## config.mk

```make
export PLATFORM = sky130hd
export DESIGN_NAME = nrf_filter
export DESIGN_NICKNAME = d
export VERILOG_FILES = /design/src/verilog/nrf_pkg.sv /design/src/verilog/nrf_filter.sv
export SDC_FILE = /design/constraint.sdc
export NUM_CORES = 1
export LEC_CHECK = 0
export ABC_AREA = 1
export BUFFER_PORTS_ARGS = -buffer_cell sky130_fd_sc_hd__buf_4
export CORE_MARGIN = 8
export CORE_UTILIZATION = 29
export DETAILED_ROUTE_END_ITERATION = 16
export HOLD_SLACK_MARGIN = 0.03
export PLACE_DENSITY_LB_ADDON = 0.25
export SETUP_SLACK_MARGIN = 0.1
export SLEW_MARGIN = 20
export SYNTH_ARGS = -nofsm -noshare
export SYNTH_HDL_FRONTEND = slang
export SYNTH_SLANG_ARGS = --single-unit
```

## constraint.sdc

```tcl
create_clock -name clk -period 7.7 [get_ports clk]
set_input_delay 1.54 -clock clk [delete_from_list [all_inputs] [get_ports clk]]
set_output_delay 1.54 -clock clk [all_outputs]
set_load 0.02 [all_outputs]
```

## src/verilog/nrf_pkg.sv

```systemverilog
// Package with register map, field constants and carrier types of the node request filter
package nrf_pkg;

    // ****************************************************************
    // Register bus geometry
    // ****************************************************************
    localparam int          NRF_ADDR_W   = 12;         // Byte address width on the bus
    localparam int          NRF_DATA_W   = 32;         // Data width on the bus

    // ****************************************************************
    // Register byte offsets (set and clear ports of each bitmap)
    // ****************************************************************
    localparam logic [11:0] NRF_ASYNC_HIGH_SET = 12'h100;  // Upper async bitmap, set port
    localparam logic [11:0] NRF_ASYNC_HIGH_CLR = 12'h104;  // Upper async bitmap, clear port
    localparam logic [11:0] NRF_ASYNC_LOW_SET  = 12'h108;  // Lower async bitmap, set port
    localparam logic [11:0] NRF_ASYNC_LOW_CLR  = 12'h10C;  // Lower async bitmap, clear port
    localparam logic [11:0] NRF_PHYS_HIGH_SET  = 12'h110;  // Upper physical bitmap, set port
    localparam logic [11:0] NRF_PHYS_HIGH_CLR  = 12'h114;  // Upper physical bitmap, clear port

    // ****************************************************************
    // Field layout and reset values
    // ****************************************************************
    localparam logic [31:0] NRF_BITMAP_RESET   = 32'h0000_0000;  // All bitmaps at reset
    localparam int          NRF_REMOTE_BIT     = 31;             // Accept-remote-buses bit
    localparam logic [31:0] NRF_BUSRST_KEEP    = 32'h8000_0000;  // Bits kept over bus reset
    localparam logic [5:0]  NRF_UPPER_FIRST    = 6'h20;          // First node of upper bitmaps
    localparam logic [5:0]  NRF_NODE_BCAST     = 6'h3F;          // Broadcast ID, has no bit
    localparam logic [31:0] NRF_READ_ZERO      = 32'h0000_0000;  // Read data of unmapped word

    // ****************************************************************
    // Bus response codes
    // ****************************************************************
    localparam logic [1:0]  NRF_RESP_OKAY      = 2'h0;       // Access done
    localparam logic [1:0]  NRF_RESP_SLVERR    = 2'h2;       // Unmapped address

    // ****************************************************************
    // Carrier types
    // ****************************************************************
    // Incoming request as seen by the receive path
    typedef struct packed {
        logic       valid;      // Header present this cycle
        logic       srcLocal;   // Source sits on our own bus
        logic       toPhys;     // Destined for the physical request context
        logic [5:0] srcNode;    // Source node ID
    } nrf_req_t;

    // Filter verdict for one request
    typedef struct packed {
        logic valid;            // Verdict present this cycle
        logic accept;           // Request acknowledged and kept
        logic routePhys;        // Kept in physical context, else async context
    } nrf_dec_t;

endpackage : nrf_pkg
```

## src/verilog/nrf_filter.sv

```systemverilog
// Node request filter: async and physical per-node bitmaps with AXI4-Lite access
`timescale 1ns/1ps

module nrf_filter (
    // Clock, reset, enable
    input  wire logic                              clk,
    input  wire logic                              rst,
    input  wire logic                              ce,
    // AXI4-Lite write address
    input  wire logic                              s_axi_awvalid,
    output logic                                   s_axi_awready,
    input  wire logic [nrf_pkg::NRF_ADDR_W-1:0]    s_axi_awaddr,
    input  wire logic [2:0]                        s_axi_awprot,
    // AXI4-Lite write data
    input  wire logic                              s_axi_wvalid,
    output logic                                   s_axi_wready,
    input  wire logic [nrf_pkg::NRF_DATA_W-1:0]    s_axi_wdata,
    input  wire logic [3:0]                        s_axi_wstrb,
    // AXI4-Lite write response
    output logic                                   s_axi_bvalid,
    input  wire logic                              s_axi_bready,
    output logic [1:0]                             s_axi_bresp,
    // AXI4-Lite read address
    input  wire logic                              s_axi_arvalid,
    output logic                                   s_axi_arready,
    input  wire logic [nrf_pkg::NRF_ADDR_W-1:0]    s_axi_araddr,
    input  wire logic [2:0]                        s_axi_arprot,
    // AXI4-Lite read data
    output logic                                   s_axi_rvalid,
    input  wire logic                              s_axi_rready,
    output logic [nrf_pkg::NRF_DATA_W-1:0]         s_axi_rdata,
    output logic [1:0]                             s_axi_rresp,
    // Receive path, same clock
    input  wire nrf_pkg::nrf_req_t                 rxReq,
    input  wire logic                              busResetEvent,
    input  wire logic [31:0]                       physLowRouteBits,
    // Filter verdict
    output nrf_pkg::nrf_dec_t                      rxDec
);
    import nrf_pkg::*;

    // ****************************************************************
    // Helper functions
    // ****************************************************************

    // Bit of a split bitmap pair for one node; broadcast ID has none
    function automatic logic nodeBit(input logic [31:0] lowMap,
                                     input logic [31:0] highMap,
                                     input logic [5:0]  node);
        logic hit;
        hit = 1'b0;
        if (node < NRF_UPPER_FIRST) begin
            hit = lowMap[node[4:0]];
        end else if (node != NRF_NODE_BCAST) begin
            hit = highMap[node[4:0]];
        end
        return hit;
    endfunction : nodeBit

    // Byte strobes widened to a bit mask
    function automatic logic [31:0] strobeMask(input logic [3:0] strb);
        logic [31:0] m;
        m = 32'h0000_0000;
        for (int i = 0; i < 4; i++) begin
            m[i*8 +: 8] = {8{strb[i]}};
        end
        return m;
    endfunction : strobeMask

    // One bitmap after a set or clear write; zero bits leave it alone
    function automatic logic [31:0] applyWrite(input logic [31:0] cur,
                                               input logic [31:0] mask,
                                               input logic        doSet,
                                               input logic        doClr);
        logic [31:0] nxt;
        nxt = cur;
        if (doSet) begin
            nxt = cur | mask;
        end else if (doClr) begin
            nxt = cur & ~mask;
        end
        return nxt;
    endfunction : applyWrite

    // ****************************************************************
    // Storage
    // ****************************************************************
    logic [31:0]           asyncLow_q;   // Lower async bitmap, nodes 31..0
    logic [31:0]           asyncHigh_q;  // Upper async bitmap, remote bit and nodes 62..32
    logic [31:0]           physHigh_q;   // Upper physical bitmap, remote bit and nodes 62..32
    logic [NRF_ADDR_W-1:0] awAddr_q;     // Held write address
    logic                  awHeld_q;     // Write address taken, not yet used
    logic [31:0]           wData_q;      // Held write data
    logic [3:0]            wStrb_q;      // Held write strobes
    logic                  wHeld_q;      // Write data taken, not yet used
    logic                  bValid_q;     // Write response pending
    logic [1:0]            bResp_q;      // Write response code
    logic                  rValid_q;     // Read data pending
    logic [31:0]           rData_q;      // Read data
    logic [1:0]            rResp_q;      // Read response code
    nrf_dec_t              dec_q;        // Registered verdict

    // ****************************************************************
    // Bus handshakes
    // ****************************************************************
    logic        wrFire;     // Address and data both held, write happens now
    logic [31:0] wrMask;     // Bits written as one, within enabled bytes
    logic        arFire;     // Read address taken this cycle
    logic        wrMapped;   // Write address hits a port

    // Readies drop while frozen so no beat is taken without being stored
    assign s_axi_awready = ce && !awHeld_q;
    assign s_axi_wready  = ce && !wHeld_q;
    assign s_axi_arready = ce && !rValid_q;
    assign s_axi_bvalid  = bValid_q;
    assign s_axi_bresp   = bResp_q;
    assign s_axi_rvalid  = rValid_q;
    assign s_axi_rdata   = rData_q;
    assign s_axi_rresp   = rResp_q;

    assign wrFire = ce && awHeld_q && wHeld_q && !bValid_q;
    assign wrMask = wData_q & strobeMask(wStrb_q);
    assign arFire = s_axi_arvalid && s_axi_arready;

    // Port decode for writes
    always_comb begin
        unique case (awAddr_q)
            NRF_ASYNC_HIGH_SET, NRF_ASYNC_HIGH_CLR,
            NRF_ASYNC_LOW_SET,  NRF_ASYNC_LOW_CLR,
            NRF_PHYS_HIGH_SET,  NRF_PHYS_HIGH_CLR: wrMapped = 1'b1;
            default:                               wrMapped = 1'b0;
        endcase
    end

    // Write address holding; either channel may arrive first
    always_ff @(posedge clk or posedge rst) begin
        if (rst) begin
            awHeld_q <= 1'b0;
            awAddr_q <= '0;
        end else if (ce) begin
            if (s_axi_awvalid && s_axi_awready) begin
                awHeld_q <= 1'b1;
                awAddr_q <= s_axi_awaddr;
            end else if (wrFire) begin
                awHeld_q <= 1'b0;
            end
        end
    end

    // Write data holding
    always_ff @(posedge clk or posedge rst) begin
        if (rst) begin
            wHeld_q <= 1'b0;
            wData_q <= '0;
            wStrb_q <= '0;
        end else if (ce) begin
            if (s_axi_wvalid && s_axi_wready) begin
                wHeld_q <= 1'b1;
                wData_q <= s_axi_wdata;
                wStrb_q <= s_axi_wstrb;
            end else if (wrFire) begin
                wHeld_q <= 1'b0;
            end
        end
    end

    // Write response, one per write, error for unmapped words
    always_ff @(posedge clk or posedge rst) begin
        if (rst) begin
            bValid_q <= 1'b0;
            bResp_q  <= NRF_RESP_OKAY;
        end else if (ce) begin
            if (wrFire) begin
                bValid_q <= 1'b1;
                bResp_q  <= wrMapped ? NRF_RESP_OKAY : NRF_RESP_SLVERR;
            end else if (s_axi_bready) begin
                bValid_q <= 1'b0;
            end
        end
    end

    // Read data; set and clear ports both return the bitmap
    always_ff @(posedge clk or posedge rst) begin
        if (rst) begin
            rValid_q <= 1'b0;
            rData_q  <= NRF_READ_ZERO;
            rResp_q  <= NRF_RESP_OKAY;
        end else if (ce) begin
            if (arFire) begin
                rValid_q <= 1'b1;
                rResp_q  <= NRF_RESP_OKAY;
                unique case (s_axi_araddr)
                    NRF_ASYNC_HIGH_SET, NRF_ASYNC_HIGH_CLR: rData_q <= asyncHigh_q;
                    NRF_ASYNC_LOW_SET,  NRF_ASYNC_LOW_CLR:  rData_q <= asyncLow_q;
                    NRF_PHYS_HIGH_SET,  NRF_PHYS_HIGH_CLR:  rData_q <= physHigh_q;
                    default: begin
                        rData_q <= NRF_READ_ZERO;
                        rResp_q <= NRF_RESP_SLVERR;
                    end
                endcase
            end else if (s_axi_rready) begin
                rValid_q <= 1'b0;
            end
        end
    end

    // ****************************************************************
    // Filter bitmaps
    // ****************************************************************

    // Lower async bitmap, same set/clear behaviour as the upper one
    always_ff @(posedge clk or posedge rst) begin
        if (rst) begin
            asyncLow_q <= NRF_BITMAP_RESET;
        end else if (ce && wrFire) begin
            asyncLow_q <= applyWrite(asyncLow_q, wrMask,
                                     awAddr_q == NRF_ASYNC_LOW_SET,
                                     awAddr_q == NRF_ASYNC_LOW_CLR);
        end
    end

    // Upper async bitmap
    always_ff @(posedge clk or posedge rst) begin
        if (rst) begin
            asyncHigh_q <= NRF_BITMAP_RESET;
        end else if (ce && wrFire) begin
            asyncHigh_q <= applyWrite(asyncHigh_q, wrMask,
                                      awAddr_q == NRF_ASYNC_HIGH_SET,
                                      awAddr_q == NRF_ASYNC_HIGH_CLR);
        end
    end

    // Upper physical bitmap; bus reset drops node bits first, a write
    // in the same cycle then lands on top so software is never lost
    always_ff @(posedge clk or posedge rst) begin
        if (rst) begin
            physHigh_q <= NRF_BITMAP_RESET;
        end else if (ce) begin
            physHigh_q <= applyWrite(busResetEvent ? (physHigh_q & NRF_BUSRST_KEEP)
                                                   : physHigh_q,
                                     wrMask,
                                     wrFire && awAddr_q == NRF_PHYS_HIGH_SET,
                                     wrFire && awAddr_q == NRF_PHYS_HIGH_CLR);
        end
    end

    // ****************************************************************
    // Request verdict
    // ****************************************************************
    logic asyncHit;  // Async filter passes this source
    logic physHit;   // Physical filter passes this source
    nrf_dec_t decD;  // Verdict before the output register

    // Per-node lookups; remote sources only see the remote-bus bits
    always_comb begin
        if (rxReq.srcLocal) begin
            asyncHit = nodeBit(asyncLow_q, asyncHigh_q, rxReq.srcNode);
            physHit  = nodeBit(physLowRouteBits, physHigh_q, rxReq.srcNode);
        end else begin
            asyncHit = asyncHigh_q[NRF_REMOTE_BIT];
            physHit  = physHigh_q[NRF_REMOTE_BIT];
        end
    end

    // Routing decision
    always_comb begin
        decD.valid     = rxReq.valid;
        decD.accept    = asyncHit;
        decD.routePhys = 1'b0;
        if (rxReq.toPhys && rxReq.srcLocal) begin
            // Second check after the async one; a miss falls back
            decD.routePhys = asyncHit && physHit;
        end else if (rxReq.toPhys) begin
            // Remote physical requests hinge on the remote-bus bit alone
            decD.accept    = physHit;
            decD.routePhys = physHit;
        end
    end

    // Verdict register, one cycle after the request
    always_ff @(posedge clk or posedge rst) begin
        if (rst) begin
            dec_q <= '0;
        end else if (ce) begin
            dec_q <= decD;
        end
    end

    assign rxDec = dec_q;

    // ****************************************************************
    // Assertions
    // ****************************************************************
    property p_reset_zero;
        @(posedge clk) $fell(rst) |-> (asyncLow_q == NRF_BITMAP_RESET) &&
                                      (physHigh_q == NRF_BITMAP_RESET);
    endproperty
    a_reset_zero: assert property (p_reset_zero)
        else $error("bitmap not zero after reset");

    property p_low_set;
        @(posedge clk) disable iff (rst)
        (wrFire && awAddr_q == NRF_ASYNC_LOW_SET)
            |=> ((asyncLow_q & $past(wrMask)) == $past(wrMask));
    endproperty
    a_low_set: assert property (p_low_set)
        else $error("low async set port missed a bit");

    property p_low_clr;
        @(posedge clk) disable iff (rst)
        (wrFire && awAddr_q == NRF_ASYNC_LOW_CLR) |=> ((asyncLow_q & $past(wrMask)) == '0);
    endproperty
    a_low_clr: assert property (p_low_clr)
        else $error("low async clear port left a bit");

    property p_only_ones;
        @(posedge clk) disable iff (rst)
        (wrFire && awAddr_q == NRF_ASYNC_LOW_SET)
            |=> ((asyncLow_q & ~$past(wrMask)) == ($past(asyncLow_q) & ~$past(wrMask)));
    endproperty
    a_only_ones: assert property (p_only_ones)
        else $error("zero-written bit changed");

    property p_phys_clr;
        @(posedge clk) disable iff (rst)
        (wrFire && awAddr_q == NRF_PHYS_HIGH_CLR) |=> ((physHigh_q & $past(wrMask)) == '0);
    endproperty
    a_phys_clr: assert property (p_phys_clr)
        else $error("physical clear port left a bit");

    property p_busrst_keep;
        @(posedge clk) disable iff (rst)
        (ce && busResetEvent && !wrFire)
            |=> (physHigh_q == ($past(physHigh_q) & NRF_BUSRST_KEEP));
    endproperty
    a_busrst_keep: assert property (p_busrst_keep)
        else $error("bus reset handled remote bit wrongly");

    property p_fallback;
        @(posedge clk) disable iff (rst)
        (ce && rxReq.valid && rxReq.toPhys && rxReq.srcLocal && asyncHit && !physHit)
            |=> (rxDec.valid && rxDec.accept && !rxDec.routePhys);
    endproperty
    a_fallback: assert property (p_fallback)
        else $error("physical miss not routed to async context");

    property p_remote_phys;
        @(posedge clk) disable iff (rst)
        (ce && rxReq.valid && rxReq.toPhys && !rxReq.srcLocal)
            |=> (rxDec.accept == $past(physHigh_q[NRF_REMOTE_BIT]));
    endproperty
    a_remote_phys: assert property (p_remote_phys)
        else $error("remote physical ack not gated by bit 31");

    property p_remote_async;
        @(posedge clk) disable iff (rst)
        (ce && rxReq.valid && !rxReq.toPhys && !rxReq.srcLocal)
            |=> (rxDec.accept == $past(asyncHigh_q[NRF_REMOTE_BIT]));
    endproperty
    a_remote_async: assert property (p_remote_async)
        else $error("remote async accept not from bit 31");

    property p_local_async;
        @(posedge clk) disable iff (rst)
        (ce && rxReq.valid && !rxReq.toPhys && rxReq.srcLocal)
            |=> (rxDec.accept == $past(asyncHit)) && !rxDec.routePhys;
    endproperty
    a_local_async: assert property (p_local_async)
        else $error("local async verdict wrong");

    property p_local_phys;
        @(posedge clk) disable iff (rst)
        (ce && rxReq.valid && rxReq.toPhys && rxReq.srcLocal && asyncHit && physHit)
            |=> rxDec.routePhys;
    endproperty
    a_local_phys: assert property (p_local_phys)
        else $error("local physical hit not routed");

    property p_read_answer;
        @(posedge clk) disable iff (rst)
        arFire ##1 (ce && !s_axi_rready) [*2] |-> s_axi_rvalid;
    endproperty
    a_read_answer: assert property (p_read_answer)
        else $error("read data not held");

endmodule : nrf_filter

```

==> impl_results.html, run 1 <==
<table>
<tr><th>Metric</th><th>Value</th></tr>
<tr><th colspan="2">Worst setup path</th></tr>
<tr><td>Origin of the worst setup path</td><td>s_axi_araddr[1]</td></tr>
<tr><td>Number of cells on the worst reg-to-reg path</td><td>8</td></tr>
<tr><td>Critical Path Sink Type</td><td>flip-flop</td></tr>
<tr><td>RR Startpoint</td><td>awAddr_q[9]</td></tr>
<tr><td>Cell chain of the critical path</td><td>buf_4, or2_1, nor3_4, nand2_1, a21oi_1, o21ai_0, nand2_1</td></tr>
<tr><td>Crit Path Class</td><td>input port to flip-flop</td></tr>
<tr><td>Critical path buffers and inverters</td><td>1</td></tr>
<tr><td>Data required time at the worst endpoint</td><td>8.07 ns</td></tr>
<tr><td>Most numerous cell on the critical path</td><td>nand2_1</td></tr>
<tr><td>Critical Path Fanout Max</td><td>20</td></tr>
<tr><td>WP data arrival</td><td>approximately 4.8 ns</td></tr>
<tr><td>CP max stage cell</td><td>nor3_4</td></tr>
<tr><td>Launching element type of the critical path</td><td>input port</td></tr>
<tr><td>Delay of the slowest cell on the worst path</td><td>0.95 ns</td></tr>
<tr><td>Largest delay share family, worst path</td><td>simple AND/OR/NAND/NOR gates</td></tr>
<tr><td>Number of logic stages on the critical path including buffering</td><td>7</td></tr>
<tr><th colspan="2">Yosys</th></tr>
<tr><td>Number of warnings issued by yosys</td><td>0</td></tr>
<tr><td>Count of flip-flops with a built-in enable after synthesis</td><td>0</td></tr>
<tr><td>Number of flip-flops and latches in the synthesized netlist</td><td>roughly 190</td></tr>
<tr><td>Main synth FF type</td><td>dfrtp_1</td></tr>
<tr><td>Share of async-settable or async-resettable flops after synthesis</td><td>100%</td></tr>
<tr><td>Commonest cells in the synthesized netlist</td><td>nand2_1, dfrtp_1, inv_1, o21ai_0, nand3_1</td></tr>
<tr><td>Library cell occupying the most area in the post-synthesis netlist</td><td>dfrtp_1</td></tr>
<tr><td>Top cell type's share of synthesized area</td><td>a little under half</td></tr>
<tr><td>Synth top area cells</td><td>dfrtp_1, nand2_1, inv_1</td></tr>
<tr><td>Netlist Area Pre-Place</td><td>9870 sq um</td></tr>
<tr><td>Cell variety after synth</td><td>35</td></tr>
<tr><td>Syn_area_per_cell</td><td>roughly 7.7 sq um</td></tr>
<tr><td>Number of standard cells after synthesis</td><td>~1,300</td></tr>
<tr><td>Sequential area share after synthesis</td><td>a little under half</td></tr>
<tr><td>Library cell with the highest instance count after synthesis</td><td>nand2_1</td></tr>
<tr><th colspan="2">CTS</th></tr>
<tr><td>Sinks on Clock Net</td><td>about 190</td></tr>
<tr><td>Worst-skew pair later-pin latency</td><td>0.45 ns</td></tr>
<tr><td>Number of buffers created by CTS</td><td>17</td></tr>
<tr><td>Hold_buf cts</td><td>0</td></tr>
<tr><td>Resized Gates After CTS</td><td>0</td></tr>
<tr><td>H-tree Lvls</td><td>4</td></tr>
<tr><td>Number of buffers inserted by post-CTS setup repair</td><td>0</td></tr>
<tr><td>CTS root buf</td><td>clkbuf_16</td></tr>
<tr><td>Buffers from clock root to sink, at most</td><td>2</td></tr>
<tr><td>Clock slew at the register clock pins of the worst setup and hold paths</td><td>0.07 ns</td></tr>
<tr><td>Clock tree from TritonCTS</td><td>yes</td></tr>
<tr><th colspan="2">Worst hold path</th></tr>
<tr><td>Type of the worst min-delay path</td><td>flip-flop to flip-flop</td></tr>
<tr><td>Number of instances on the worst hold path</td><td>2</td></tr>
<tr><td>Hold Path Origin</td><td>rxDec[0]</td></tr>
<tr><th colspan="2">Route</th></tr>
<tr><td>Post-route ant nets</td><td>0</td></tr>
<tr><td>Vias post-DR</td><td>8,899</td></tr>
<tr><td>First DRT Iteration DRCs</td><td>between 800 and 900</td></tr>
<tr><td>Detailed-router iteration count before antenna repair</td><td>7</td></tr>
<tr><td>Post-DR wirelength/cell</td><td>18.4 um</td></tr>
<tr><td>DRC Markers</td><td>0</td></tr>
<tr><td>Via density per instance</td><td>approximately 4.8</td></tr>
<tr><td>Final wirelength</td><td>approximately 34 mm</td></tr>
<tr><th colspan="2">Timing</th></tr>
<tr><td>Worst rel slew slack</td><td>~17%</td></tr>
<tr><td>Setup TNS</td><td>0 ns</td></tr>
<tr><td>Slew @ Worst Pin</td><td>around 1.2 ns</td></tr>
<tr><td>Setup repair after global routing missed its margin</td><td>no</td></tr>
<tr><td>Final period demand of the worst path</td><td>around 4.5 ns</td></tr>
<tr><td>Max frequency</td><td>about 220 MHz</td></tr>
<tr><td>Maximum clock skew at final layout</td><td>about 0.02 ns</td></tr>
<tr><td>Final count of hold timing violations</td><td>0</td></tr>
<tr><td>Share of the clock period used by the worst path after layout</td><td>between 50% and 60%</td></tr>
<tr><td>Final Hold Slack</td><td>roughly 0.48 ns</td></tr>
<tr><td>Max-slew violation count</td><td>0</td></tr>
<tr><td>Setup-failing EPs final</td><td>0</td></tr>
<tr><th colspan="2">Global route</th></tr>
<tr><td>Largest net degree at the start of global routing</td><td>roughly 140</td></tr>
<tr><td>Total routing usage reported by global routing</td><td>around 17%</td></tr>
<tr><td>Antenna violations before repair</td><td>0</td></tr>
<tr><td>Wire length of the first global-routing pass</td><td>between 50 and 60 mm</td></tr>
<tr><td>Vias in the first global route</td><td>8,761</td></tr>
<tr><td>GRT Residual Overflow</td><td>0</td></tr>
<tr><th colspan="2">Cells and area</th></tr>
<tr><td>Ratio of cells with drive above 1 in the final layout</td><td>approximately 18%</td></tr>
<tr><td>End-of-flow core utilization</td><td>35.4%</td></tr>
<tr><td>Antenna diode instance count</td><td>0</td></tr>
<tr><td>Nets@finish</td><td>approximately 1,500</td></tr>
<tr><td>Area growth from synthesis to final layout</td><td>20.3%</td></tr>
<tr><th colspan="2">Pwr</th></tr>
<tr><td>Clock network fraction of design power</td><td>33.2%</td></tr>
<tr><td>Net switching power</td><td>approximately 0.0009 W</td></tr>
<tr><td>Part of the total power dissipated in sequential elements</td><td>a little under half</td></tr>
<tr><td>Part of the power in combinational logic</td><td>between 20% and 30%</td></tr>
<tr><td>Fraction of power spent switching nets</td><td>32.8%</td></tr>
<tr><td>Peak ir drop on the vdd network</td><td>0.000155 V</td></tr>
<tr><td>Leak pwr</td><td>approximately 5.6 nW</td></tr>
<tr><td>Total power</td><td>between 0.002 and 0.003 W</td></tr>
<tr><td>P per Cell Area</td><td>between 200 and 250 nW/um^2</td></tr>
<tr><td>Int Power</td><td>roughly 0.0018 W</td></tr>
<tr><th colspan="2">Floorplan</th></tr>
<tr><td>Initial cell density of the core</td><td>29.4%</td></tr>
<tr><td>I/O Pins</td><td>160</td></tr>
<tr><td>Die Span Y</td><td>201 um</td></tr>
<tr><td>Core ar.</td><td>roughly 34,000 sq um</td></tr>
<tr><td>Number of cell rows</td><td>67</td></tr>
<tr><td>Die area</td><td>40,200 sq um</td></tr>
<tr><td>Width of the die</td><td>between 200 and 250 um</td></tr>
<tr><th colspan="2">Placement</th></tr>
<tr><td>Placer Congestion</td><td>0.828</td></tr>
<tr><td>Buffers on Ports</td><td>150</td></tr>
<tr><td>Detailed Place HPWL</td><td>between 20 and 25 mm</td></tr>
<tr><th colspan="2">Run</th></tr>
<tr><td>Maximum Capacitance Violations</td><td>0</td></tr>
<tr><th colspan="2">Outcome</th></tr>
<tr><td>Outcome</td><td>finished clean</td></tr>
</table>
## routing by layer
layer,up-vias,global-route usage [%],share of wire (%)
li1,4332,-,-
met1,4196,23.8,49
met2,345,24.3,42
met3,26,4.65,7.9
met4,0,4.07,1.3
met5,-,0,0
## final timing paths
path                       slack, ns                         end
setup reg to reg                5.29                   flip-flop
setup / recovery                3.25             s_axi_rdata[27]
min in group asynchronous       1.30                  wStrb_q[0]
hold reg to reg                 0.48                    rxDec[0]
max in group asynchronous       5.16  asynchronous set/reset pin
hold / removal                  0.48                    rxDec[0]
## area by class of cell
type                    instances  area, sq um
fillers                      3576        21600
flip-flops and latches        185         4630
multi-input cells             833         4200
repair buffers                159         1190
inverters                     191          724
well taps                     448          561
clock buffers                  19          433
clock inverters                12          141
## worst register-to-register path: cells and delay by family (launching register included)
kind / cells / cell delay, ns
simple gates: 5 / 1.00
buf+inv: 2 / 0.70
flops: 1 / 0.39
compound gates: 1 / 0.22
## cell usage in the layout, fill, tap and decap left out, types with 42 or more instances in the layout
cell type / n
a21oi_1: 48
dfrtp_1: 185
o21ai_0: 130
o211ai_1: 48
mux2_2: 42
buf_4: 159
nand3_1: 97
nor2_1: 57
inv_1: 182
nand2_1: 332
## cell families after synthesis
group	count (synthesis)	share of synthesized area, %
multiplexers	45	5.09
AND/OR/NAND/NOR	511	21.6
buffers and inverters	263	10.9
flip-flops	185	46.9
other	1	0.0380
AO/OA/AOI/OAI	275	15.5
## per-stage QoR
stage | worst slack [ns] | instances | instance area, sq um
4_1_cts | 3.37 | 1847 | 11900
6_report | 3.25 | 1847 | 11900
3_3_place_gp | 2.97 | 1816 | 11300
5_1_grt | 3.27 | 1847 | 11900
3_5_place_dp | 2.93 | 1816 | 11300
2_1_floorplan | 1.13 | 1281 | 9880
## power by group through the flow
stage               combinational, W  sequential (W)  clock (W)
floorplan                   0.000402         0.00119          0
global route                0.000645         0.00125   0.000958
detailed placement          0.000581         0.00124          0
finish                      0.000580         0.00122   0.000895
global placement            0.000572         0.00124          0
CTS                         0.000583         0.00123   0.000917
No activity file was read; power rests on OpenSTA's default activity.
==> run 2, diff against run 1 <==
==> constraint.sdc (replaced) <==
create_clock -name clk -period 3.9 [get_ports clk]
set_input_delay 0.78 -clock clk [delete_from_list [all_inputs] [get_ports clk]]
set_output_delay 0.78 -clock clk [all_outputs]
set_load 0.02 [all_outputs]
==> run 2 against run 1 <==
  * Cell area up 0.61%
  * Clock skew down 0.0066 ns
  * Global-route usage down 0.22 points
==> impl_results.html, run 2 (synthesis gave the netlist of run 1 again) <==
<table>
<tr><th>Metric</th><th>Value</th></tr>
<tr><th colspan="2">Outcome</th></tr>
<tr><td>Outcome</td><td>finished clean (unchanged)</td></tr>
<tr><th colspan="2">Worst setup path</th></tr>
<tr><td>RR Startpoint</td><td>awAddr_q[9] (unchanged)</td></tr>
<tr><td>Cell chain of the critical path</td><td>buf_4, inv_1, nand3_1, nand3_1, nand2_1, nor2_1, nand2_1, nand3_1, nand2_1, nand2_1, nand3_1, nand2_1, nand2_1 (was buf_4, or2_1, nor3_4, nand2_1, a21oi_1, o21ai_0, nand2_1)</td></tr>
<tr><td>WP data arrival</td><td>2.85 ns (was 4.82 ns)</td></tr>
<tr><td>Minimum setup slack among reg-to-reg paths</td><td>1.62 ns (was 5.29 ns)</td></tr>
<tr><td>Crit Path Class</td><td>input port to flip-flop (unchanged)</td></tr>
<tr><td>Most numerous cell on the critical path</td><td>nand2_1 (unchanged)</td></tr>
<tr><td>Delay of the slowest cell on the worst path</td><td>0.76 ns (was 0.95 ns)</td></tr>
<tr><td>Data required time at the worst endpoint</td><td>4.24 ns (was 8.07 ns)</td></tr>
<tr><td>Launching element type of the critical path</td><td>input port (unchanged)</td></tr>
<tr><td>Largest delay share family, worst path</td><td>buffers and inverters (was simple AND/OR/NAND/NOR gates)</td></tr>
<tr><td>Number of cells on the worst reg-to-reg path</td><td>8 (unchanged)</td></tr>
<tr><td>Critical Path Sink Type</td><td>flip-flop (unchanged)</td></tr>
<tr><td>Critical path buffers and inverters</td><td>2 (was 1)</td></tr>
<tr><td>Critical Path Fanout Max</td><td>44 (was 20)</td></tr>
<tr><td>CP max stage cell</td><td>inv_1 (was nor3_4)</td></tr>
<tr><th colspan="2">Global route</th></tr>
<tr><td>Total routing usage reported by global routing</td><td>16.4% (was 16.6%)</td></tr>
<tr><td>Vias in the first global route</td><td>8,615 (was 8,761)</td></tr>
<tr><td>Largest net degree at the start of global routing</td><td>71 (was 137)</td></tr>
<tr><td>Antenna violations before repair</td><td>0 (unchanged)</td></tr>
<tr><td>GRT Residual Overflow</td><td>0 (unchanged)</td></tr>
<tr><td>Wire length of the first global-routing pass</td><td>52.3 mm (was 52.4 mm)</td></tr>
<tr><th colspan="2">Floorplan</th></tr>
<tr><td>Die area</td><td>40,200 sq um (unchanged)</td></tr>
<tr><td>Initial cell density of the core</td><td>29.4% (unchanged)</td></tr>
<tr><td>Core ar.</td><td>33,500 sq um (unchanged)</td></tr>
<tr><td>Width of the die</td><td>201 um (unchanged)</td></tr>
<tr><td>Number of cell rows</td><td>67 (unchanged)</td></tr>
<tr><td>I/O Pins</td><td>160 (unchanged)</td></tr>
<tr><td>Die Span Y</td><td>201 um (unchanged)</td></tr>
<tr><th colspan="2">Timing</th></tr>
<tr><td>Setup TNS</td><td>0 ns (unchanged)</td></tr>
<tr><td>Maximum clock skew at final layout</td><td>0.0131 ns (was 0.0197 ns)</td></tr>
<tr><td>Max frequency</td><td>roughly 400 MHz</td></tr>
<tr><td>Slew @ Worst Pin</td><td>0.953 ns (was 1.24 ns)</td></tr>
<tr><td>Worst rel slew slack</td><td>36.4% (was 16.9%)</td></tr>
<tr><td>Max-slew violation count</td><td>0 (unchanged)</td></tr>
<tr><td>Worst setup slack after layout</td><td>1.39 ns (was 3.25 ns)</td></tr>
<tr><td>Final count of hold timing violations</td><td>0 (unchanged)</td></tr>
<tr><td>Share of the clock period used by the worst path after layout</td><td>between 60 and 70%</td></tr>
<tr><td>Setup repair after global routing missed its margin</td><td>no (unchanged)</td></tr>
<tr><td>Setup-failing EPs final</td><td>0 (unchanged)</td></tr>
<tr><td>Final period demand of the worst path</td><td>between 2 and 3 ns</td></tr>
<tr><th colspan="2">Pwr</th></tr>
<tr><td>P per Cell Area</td><td>443 nW/um^2 (was 227 nW/um^2)</td></tr>
<tr><td>Int Power</td><td>0.00352 W (was 0.00181 W)</td></tr>
<tr><td>Fraction of power spent switching nets</td><td>33.5% (was 32.8%)</td></tr>
<tr><td>Net switching power</td><td>0.00177 W (was 0.000886 W)</td></tr>
<tr><td>Clock network fraction of design power</td><td>33.0% (was 33.2%)</td></tr>
<tr><td>Part of the power in combinational logic</td><td>21.6% (was 21.5%)</td></tr>
<tr><td>Total power</td><td>0.00529 W (was 0.00270 W)</td></tr>
<tr><td>Peak ir drop on the vdd network</td><td>0.000282 V (was 0.000155 V)</td></tr>
<tr><td>Part of the total power dissipated in sequential elements</td><td>45.4% (about the same)</td></tr>
<tr><td>Leak pwr</td><td>5.68 nW (was 5.62 nW)</td></tr>
<tr><th colspan="2">Cells and area</th></tr>
<tr><td>Nets@finish</td><td>1,512 (was 1,503)</td></tr>
<tr><td>Leading cell types in the layout, fill and taps excluded</td><td>nand2_1, dfrtp_1, inv_1 (unchanged)</td></tr>
<tr><td>Leading cell type in the layout, fill and taps excluded</td><td>nand2_1 (unchanged)</td></tr>
<tr><td>Ratio of cells with drive above 1 in the final layout</td><td>19.0% (was 18.4%)</td></tr>
<tr><td>End-of-flow core utilization</td><td>35.7% (was 35.4%)</td></tr>
<tr><td>Area growth from synthesis to final layout</td><td>21.1% (was 20.3%)</td></tr>
<tr><td>Final Instance Area</td><td>12,000 sq um (was 11,900 sq um)</td></tr>
<tr><td>Antenna diode instance count</td><td>0 (unchanged)</td></tr>
<tr><th colspan="2">Route</th></tr>
<tr><td>Final wirelength</td><td>33.4 mm (was 34.0 mm)</td></tr>
<tr><td>Via density per instance</td><td>4.76 (was 4.82)</td></tr>
<tr><td>Post-route ant nets</td><td>0 (unchanged)</td></tr>
<tr><td>Detailed-router iteration count before antenna repair</td><td>6 (was 7)</td></tr>
<tr><td>Vias post-DR</td><td>8,832 (was 8,899)</td></tr>
<tr><td>First DRT Iteration DRCs</td><td>687 (was 818)</td></tr>
<tr><td>Post-DR wirelength/cell</td><td>18.0 um (was 18.4 um)</td></tr>
<tr><td>DRC Markers</td><td>0 (unchanged)</td></tr>
<tr><th colspan="2">Placement</th></tr>
<tr><td>DP Worst Slack</td><td>0.981 ns (was 2.93 ns)</td></tr>
<tr><td>Buffers on Ports</td><td>150 (unchanged)</td></tr>
<tr><td>Instance area after placement</td><td>11,400 sq um (was 11,300 sq um)</td></tr>
<tr><td>Placer Congestion</td><td>0.894 (was 0.828)</td></tr>
<tr><td>Detailed Place HPWL</td><td>22.9 mm (was 22.8 mm)</td></tr>
<tr><th colspan="2">CTS</th></tr>
<tr><td>Resized Gates After CTS</td><td>0 (unchanged)</td></tr>
<tr><td>H-tree Lvls</td><td>4 (unchanged)</td></tr>
<tr><td>Sinks on Clock Net</td><td>185 (unchanged)</td></tr>
<tr><td>Clock slew at the register clock pins of the worst setup and hold paths</td><td>0.08 ns (was 0.07 ns)</td></tr>
<tr><td>Number of buffers inserted by post-CTS setup repair</td><td>0 (unchanged)</td></tr>
<tr><td>Number of buffers created by CTS</td><td>17 (unchanged)</td></tr>
<tr><td>CTS root buf</td><td>clkbuf_16 (unchanged)</td></tr>
<tr><td>Clock tree from TritonCTS</td><td>yes (unchanged)</td></tr>
<tr><td>Hold_buf cts</td><td>0 (unchanged)</td></tr>
<tr><td>Worst-skew pair later-pin latency</td><td>0.44 ns (was 0.45 ns)</td></tr>
<tr><td>Buffers from clock root to sink, at most</td><td>2 (unchanged)</td></tr>
<tr><th colspan="2">Run</th></tr>
<tr><td>Maximum Capacitance Violations</td><td>0 (unchanged)</td></tr>
<tr><th colspan="2">Worst hold path</th></tr>
<tr><td>Type of the worst min-delay path</td><td>input port to asynchronous set/reset pin (was flip-flop to flip-flop)</td></tr>
</table>
[run 2: cell count changes in the layout (fill, tap and decap cells not counted), sizes merged]
cell / before / now
clkinv: 6 / 5
buf: 159 / 168
inv: 193 / 197
bufinv: 2 / 0
[run 2: per-layer routing]
layer / global-route usage (%) / vias to the layer above / part of all wire (%)
li1: - / 4358 / -
met1: 24.2 / 4118 / 50
met2: 23.6 / 335 / 41
met3: 4.45 / 21 / 8.0
met4: 3.23 / 0 / 0.89
met5: 0 / - / 0
[run 2: final cells by class]
cell class	count	area (sq um)
Fill cell	3565	21600
Tap cell	448	561
Timing Repair Buffer	168	1290
Clock buffer	19	453
Multi-Input combinational cell	833	4180
Clock inverter	13	126
Sequential cell	185	4630
Inverter	191	721
[run 2: worst max-delay path by stage]
stage	start	end	slack (ns)	cells after the start
6_report	rxReq[1]	rxDec[1]	1.39	13
5_1_grt	rxReq[1]	rxDec[1]	1.17	13
3_5_place_dp	rxReq[1]	rxDec[1]	0.98	13
3_3_place_gp	rxReq[1]	rxDec[1]	0.97	13
2_1_floorplan	rst	asynchronous set/reset pin	0.74	1
4_1_cts	rxReq[1]	rxDec[1]	1.43	13
[run 2: stage by stage]
step	hold slack, ns	std cells
floorplan	0.465	1281
global placement	0.467	1825
detailed placement	0.470	1825
CTS	0.486	1857
global route	0.516	1857
finish	0.469	1857
[run 2: power groups by stage]
stage	registers, W	logic, W	clock network (W)
floorplan	0.00235	0.000793	0
global placement	0.00244	0.00113	0
detailed placement	0.00245	0.00115	0
CTS	0.00241	0.00115	0.00178
global route	0.00245	0.00128	0.00186
finish	0.00240	0.00114	0.00174
[run 2: worst reg2reg max path: stages, from the launching register on]
cell	delay (ns)
dfrtp_1	0.39
nor4b_2	0.28
nand2_1	0.17
nor2_2	0.15
nand2_2	0.15
inv_2	0.58
nand2_1	0.18
o21ai_0	0.21
inv_1	0.06
==> run 3, diff against run 2 <==
--- a/config.mk
+++ b/config.mk
@@ -5,7 +5,7 @@
 export SDC_FILE = /design/constraint.sdc
 export NUM_CORES = 1
 export LEC_CHECK = 0
-export ABC_AREA = 1
+export ABC_AREA = 0
 export BUFFER_PORTS_ARGS = -buffer_cell sky130_fd_sc_hd__buf_4
 export CORE_MARGIN = 8
 export CORE_UTILIZATION = 29
==> constraint.sdc (replaced) <==
create_clock -name clk -period 2.2 [get_ports clk]
set_input_delay 0.44 -clock clk [delete_from_list [all_inputs] [get_ports clk]]
set_output_delay 0.44 -clock clk [all_outputs]
set_load 0.02 [all_outputs]
==> run 3 against run 2 <==
  * Worst setup slack worse by 1.1 ns
  * Cell area down 2.3%
  * Die area fell by 6.0%
  * Global-route usage is 1.6 points lower
  * Clock power rose by 73%
  * Count of clock-buffer cells in the layout fell by 1
  * Critical path type is now flip-flop to flip-flop
  * Highest routed layer unchanged
==> impl_results.html, run 3 <==
<table>
<tr><th>Metric</th><th>Value</th></tr>
<tr><th colspan="2">Yosys</th></tr>
<tr><td>Sequential area share after synthesis</td><td>50.1% (was 46.9%)</td></tr>
<tr><td>Share of async-settable or async-resettable flops after synthesis</td><td>100% (unchanged)</td></tr>
<tr><td>Top cell type's share of synthesized area</td><td>50.1% (was 46.9%)</td></tr>
<tr><td>Number of standard cells after synthesis</td><td>805 (was 1,280)</td></tr>
<tr><td>Cell variety after synth</td><td>53 (was 35)</td></tr>
<tr><td>Number of flip-flops and latches in the synthesized netlist</td><td>185 (unchanged)</td></tr>
<tr><td>Number of warnings issued by yosys</td><td>0 (unchanged)</td></tr>
<tr><td>Syn_area_per_cell</td><td>11.5 sq um (was 7.71 sq um)</td></tr>
<tr><td>Netlist Area Pre-Place</td><td>9240 sq um (was 9870 sq um)</td></tr>
<tr><td>Main synth FF type</td><td>dfrtp_1 (unchanged)</td></tr>
<tr><td>Synth top area cells</td><td>dfrtp_1, mux2_2, o31ai_1 (was dfrtp_1, nand2_1, inv_1)</td></tr>
<tr><td>Library cell occupying the most area in the post-synthesis netlist</td><td>dfrtp_1 (unchanged)</td></tr>
<tr><td>Library cell with the highest instance count after synthesis</td><td>dfrtp_1 (was nand2_1)</td></tr>
<tr><td>Count of flip-flops with a built-in enable after synthesis</td><td>0 (unchanged)</td></tr>
<tr><td>Commonest cells in the synthesized netlist</td><td>dfrtp_1, o31ai_1, o21ai_0, nand2_1, mux2_2 (was nand2_1, dfrtp_1, inv_1, o21ai_0, nand3_1)</td></tr>
<tr><th colspan="2">CTS</th></tr>
<tr><td>Clock tree from TritonCTS</td><td>yes (unchanged)</td></tr>
<tr><td>H-tree Lvls</td><td>4 (unchanged)</td></tr>
<tr><td>CTS root buf</td><td>clkbuf_16 (unchanged)</td></tr>
<tr><td>Worst-skew pair later-pin latency</td><td>0.44 ns (about the same)</td></tr>
<tr><td>Buffers from clock root to sink, at most</td><td>2 (unchanged)</td></tr>
<tr><td>Sinks on Clock Net</td><td>185 (unchanged)</td></tr>
<tr><td>Clock slew at the register clock pins of the worst setup and hold paths</td><td>0.08 ns (about the same)</td></tr>
<tr><td>Number of buffers inserted by post-CTS setup repair</td><td>0 (unchanged)</td></tr>
<tr><td>Number of buffers created by CTS</td><td>17 (unchanged)</td></tr>
<tr><th colspan="2">Pwr</th></tr>
<tr><td>Leak pwr</td><td>5.11 nW (was 5.68 nW)</td></tr>
<tr><td>Total power</td><td>0.00935 W (was 0.00529 W)</td></tr>
<tr><td>Peak ir drop on the vdd network</td><td>0.000440 V (was 0.000282 V)</td></tr>
<tr><td>P per Cell Area</td><td>801 nW/um^2 (was 443 nW/um^2)</td></tr>
<tr><th colspan="2">Worst setup path</th></tr>
<tr><td>Data required time at the worst endpoint</td><td>2.48 ns (was 4.24 ns)</td></tr>
<tr><td>CP max stage cell</td><td>dfrtp_1 (was inv_1)</td></tr>
<tr><td>Launching element type of the critical path</td><td>flip-flop (was input port)</td></tr>
<tr><td>Critical Path Sink Type</td><td>flip-flop (unchanged)</td></tr>
<tr><td>Crit Path Class</td><td>flip-flop to flip-flop (was input port to flip-flop)</td></tr>
<tr><td>Critical Path Fanout Max</td><td>64 (was 44)</td></tr>
<tr><td>Delay of the slowest cell on the worst path</td><td>0.39 ns (was 0.76 ns)</td></tr>
<tr><td>Cell chain of the critical path</td><td>nor4b_2, nand2_2, nor4_4, nand4_2, buf_12, o211ai_1, o31ai_1 (was buf_4, inv_1, nand3_1, nand3_1, nand2_1, nor2_1, nand2_1, nand3_1, nand2_1, nand2_1, nand3_1, nand2_1, nand2_1)</td></tr>
<tr><td>WP data arrival</td><td>2.24 ns (was 2.85 ns)</td></tr>
<tr><th colspan="2">Floorplan</th></tr>
<tr><td>Number of cell rows</td><td>65 (was 67)</td></tr>
<tr><td>I/O Pins</td><td>160 (unchanged)</td></tr>
<tr><td>Core ar.</td><td>31,500 sq um (was 33,500 sq um)</td></tr>
<tr><td>Initial cell density of the core</td><td>29.3% (was 29.4%)</td></tr>
<tr><td>Die Span Y</td><td>194 um (was 201 um)</td></tr>
<tr><td>Die area</td><td>37,800 sq um (was 40,200 sq um)</td></tr>
<tr><td>Width of the die</td><td>194 um (was 201 um)</td></tr>
<tr><th colspan="2">Cells and area</th></tr>
<tr><td>Leading cell type in the layout, fill and taps excluded</td><td>dfrtp_1 (was nand2_1)</td></tr>
<tr><td>Area growth from synthesis to final layout</td><td>26.4% (was 21.1%)</td></tr>
<tr><td>Antenna diode instance count</td><td>0 (unchanged)</td></tr>
<tr><td>Leading cell types in the layout, fill and taps excluded</td><td>dfrtp_1, buf_4, o31ai_1 (was nand2_1, dfrtp_1, inv_1)</td></tr>
<tr><td>Ratio of cells with drive above 1 in the final layout</td><td>34.0% (was 19.0%)</td></tr>
<tr><td>Nets@finish</td><td>1,070 (was 1,512)</td></tr>
<tr><td>Layout Cells excl Fill</td><td>1,369 (was 1,857)</td></tr>
<tr><th colspan="2">Timing</th></tr>
<tr><td>Max frequency</td><td>511 MHz</td></tr>
<tr><td>Max-slew violation count</td><td>0 (unchanged)</td></tr>
<tr><td>Slew @ Worst Pin</td><td>0.798 ns (was 0.953 ns)</td></tr>
<tr><td>Final Hold Slack</td><td>0.226 ns (was 0.469 ns)</td></tr>
<tr><td>Final count of hold timing violations</td><td>0 (unchanged)</td></tr>
<tr><td>Share of the clock period used by the worst path after layout</td><td>roughly nine tenths</td></tr>
<tr><td>Setup-failing EPs final</td><td>0 (unchanged)</td></tr>
<tr><td>Maximum clock skew at final layout</td><td>0.0172 ns (was 0.0131 ns)</td></tr>
<tr><td>Setup repair after global routing missed its margin</td><td>yes (was no)</td></tr>
<tr><td>Final period demand of the worst path</td><td>slightly below 2 ns</td></tr>
<tr><td>Worst rel slew slack</td><td>46.8% (was 36.4%)</td></tr>
<tr><th colspan="2">Route</th></tr>
<tr><td>First DRT Iteration DRCs</td><td>502 (was 687)</td></tr>
<tr><td>Post-route ant nets</td><td>0 (unchanged)</td></tr>
<tr><td>Via density per instance</td><td>5.25 (was 4.76)</td></tr>
<tr><td>DRC Markers</td><td>0 (unchanged)</td></tr>
<tr><td>Final wirelength</td><td>27.8 mm (was 33.4 mm)</td></tr>
<tr><td>Vias post-DR</td><td>7,189 (was 8,832)</td></tr>
<tr><td>Post-DR wirelength/cell</td><td>20.3 um (was 18.0 um)</td></tr>
<tr><td>Detailed-router iteration count before antenna repair</td><td>5 (was 6)</td></tr>
<tr><th colspan="2">Global route</th></tr>
<tr><td>Total routing usage reported by global routing</td><td>14.8% (was 16.4%)</td></tr>
<tr><td>Wire length of the first global-routing pass</td><td>44.5 mm (was 52.3 mm)</td></tr>
<tr><td>Vias in the first global route</td><td>7,293 (was 8,615)</td></tr>
<tr><td>Antenna violations before repair</td><td>0 (unchanged)</td></tr>
<tr><td>GRT Residual Overflow</td><td>0 (unchanged)</td></tr>
<tr><td>Largest net degree at the start of global routing</td><td>66 (was 71)</td></tr>
<tr><th colspan="2">Run</th></tr>
<tr><td>Maximum Capacitance Violations</td><td>0 (unchanged)</td></tr>
<tr><th colspan="2">Placement</th></tr>
<tr><td>Placer Congestion</td><td>0.849 (was 0.894)</td></tr>
<tr><td>Cell total after placement</td><td>1,336 (was 1,825)</td></tr>
<tr><td>Buffers on Ports</td><td>150 (unchanged)</td></tr>
<tr><td>Detailed Place HPWL</td><td>20.1 mm (was 22.9 mm)</td></tr>
<tr><th colspan="2">Outcome</th></tr>
<tr><td>Outcome</td><td>finished clean (unchanged)</td></tr>
<tr><th colspan="2">Worst hold path</th></tr>
<tr><td>Type of the worst min-delay path</td><td>input port to flip-flop (was input port to asynchronous set/reset pin)</td></tr>
</table>
## run 3: layout make-up
cell class / count / area [sq um]
clock buffers: 18 / 439
clock inverters: 14 / 130
fillers: 3117 / 19800
inverters: 5 / 22.5
multi-input cells: 545 / 4250
flip-flops and latches: 185 / 4630
well taps: 402 / 503
repair buffers: 200 / 1700
## run 3: cells by family (layout without fill, tap and decap cells)
family	Yosys count	count (layout)	share of synthesized area (%)
muxes	129	129	18.2
buffers and inverters	76	237	4.19
DFF	185	185	50.1
and+or+nand+nor	126	126	6.57
AOI/OAI and AO/OA	288	288	20.9
other	1	2	0.0406
## run 3: worst max-delay path: cells and delay by family, from the launching register on
| family | cells | cell delay [ns] |
|---|---|---|
| AND/OR/NAND/NOR | 4 | 0.81 |
| flip-flops | 1 | 0.39 |
| AO/OA/AOI/OAI | 2 | 0.34 |
| buffers and inverters | 1 | 0.23 |
## run 3: layer usage
layer	vias to the layer above	wire (um)	share of wire [%]	GRT usage (%)
li1	3395	-	-	-
met1	3529	14000	50	22.0
met2	242	11600	42	20.6
met3	23	1930	6.9	3.63
met4	0	340	1.2	4.27
met5	-	0	0	0
## run 3: final timing paths
path	start	end	slack, ns	cells after the start
hold reg to reg	s_axi_rdata[22]	s_axi_rdata[22]	0.48	2
max in group asynchronous	rst	asynchronous set/reset pin	0.90	5
hold / removal	s_axi_awaddr[10]	awAddr_q[10]	0.23	2
setup / recovery	awAddr_q[9]	physHigh_q[5]	0.24	7
setup reg to reg	awAddr_q[9]	physHigh_q[5]	0.24	7
min in group asynchronous	rst	awAddr_q[4]	0.57	3
## run 3: where the power goes
| part | switching (W) | internal [W] | total, W | leakage, nW |
|---|---|---|---|---|
| combinational | 0.00126 | 0.000811 | 0.00207 | 2.37 |
| clock | 0.00148 | 0.00153 | 0.00301 | 0.279 |
| sequential | 0.000385 | 0.00389 | 0.00428 | 2.46 |
| total | 0.00312 | 0.00623 | 0.00935 | 5.11 |
## run 3: repair_timing
action / in CTS / in global routing
setup endpoints to repair: 0 / 8
hold buffers: 1 / 0
hold endpoints to repair: 10 / 0
resized for setup: 0 / 3
## run 3: stage by stage
step | area [sq um] | TNS (ns) | utilization, % | setup WS (ns)
finish | 11700 | 0 | 37.1 | 0.245
global route | 11700 | 0 | 37.1 | 0.0949
floorplan | 9240 | -114.43 | - | -0.619
global placement | 11100 | -0.0321 | 35.2 | -0.0204
detailed placement | 11100 | -0.0506 | 35.2 | -0.0353
CTS | 11700 | 0 | 37.0 | 0.206
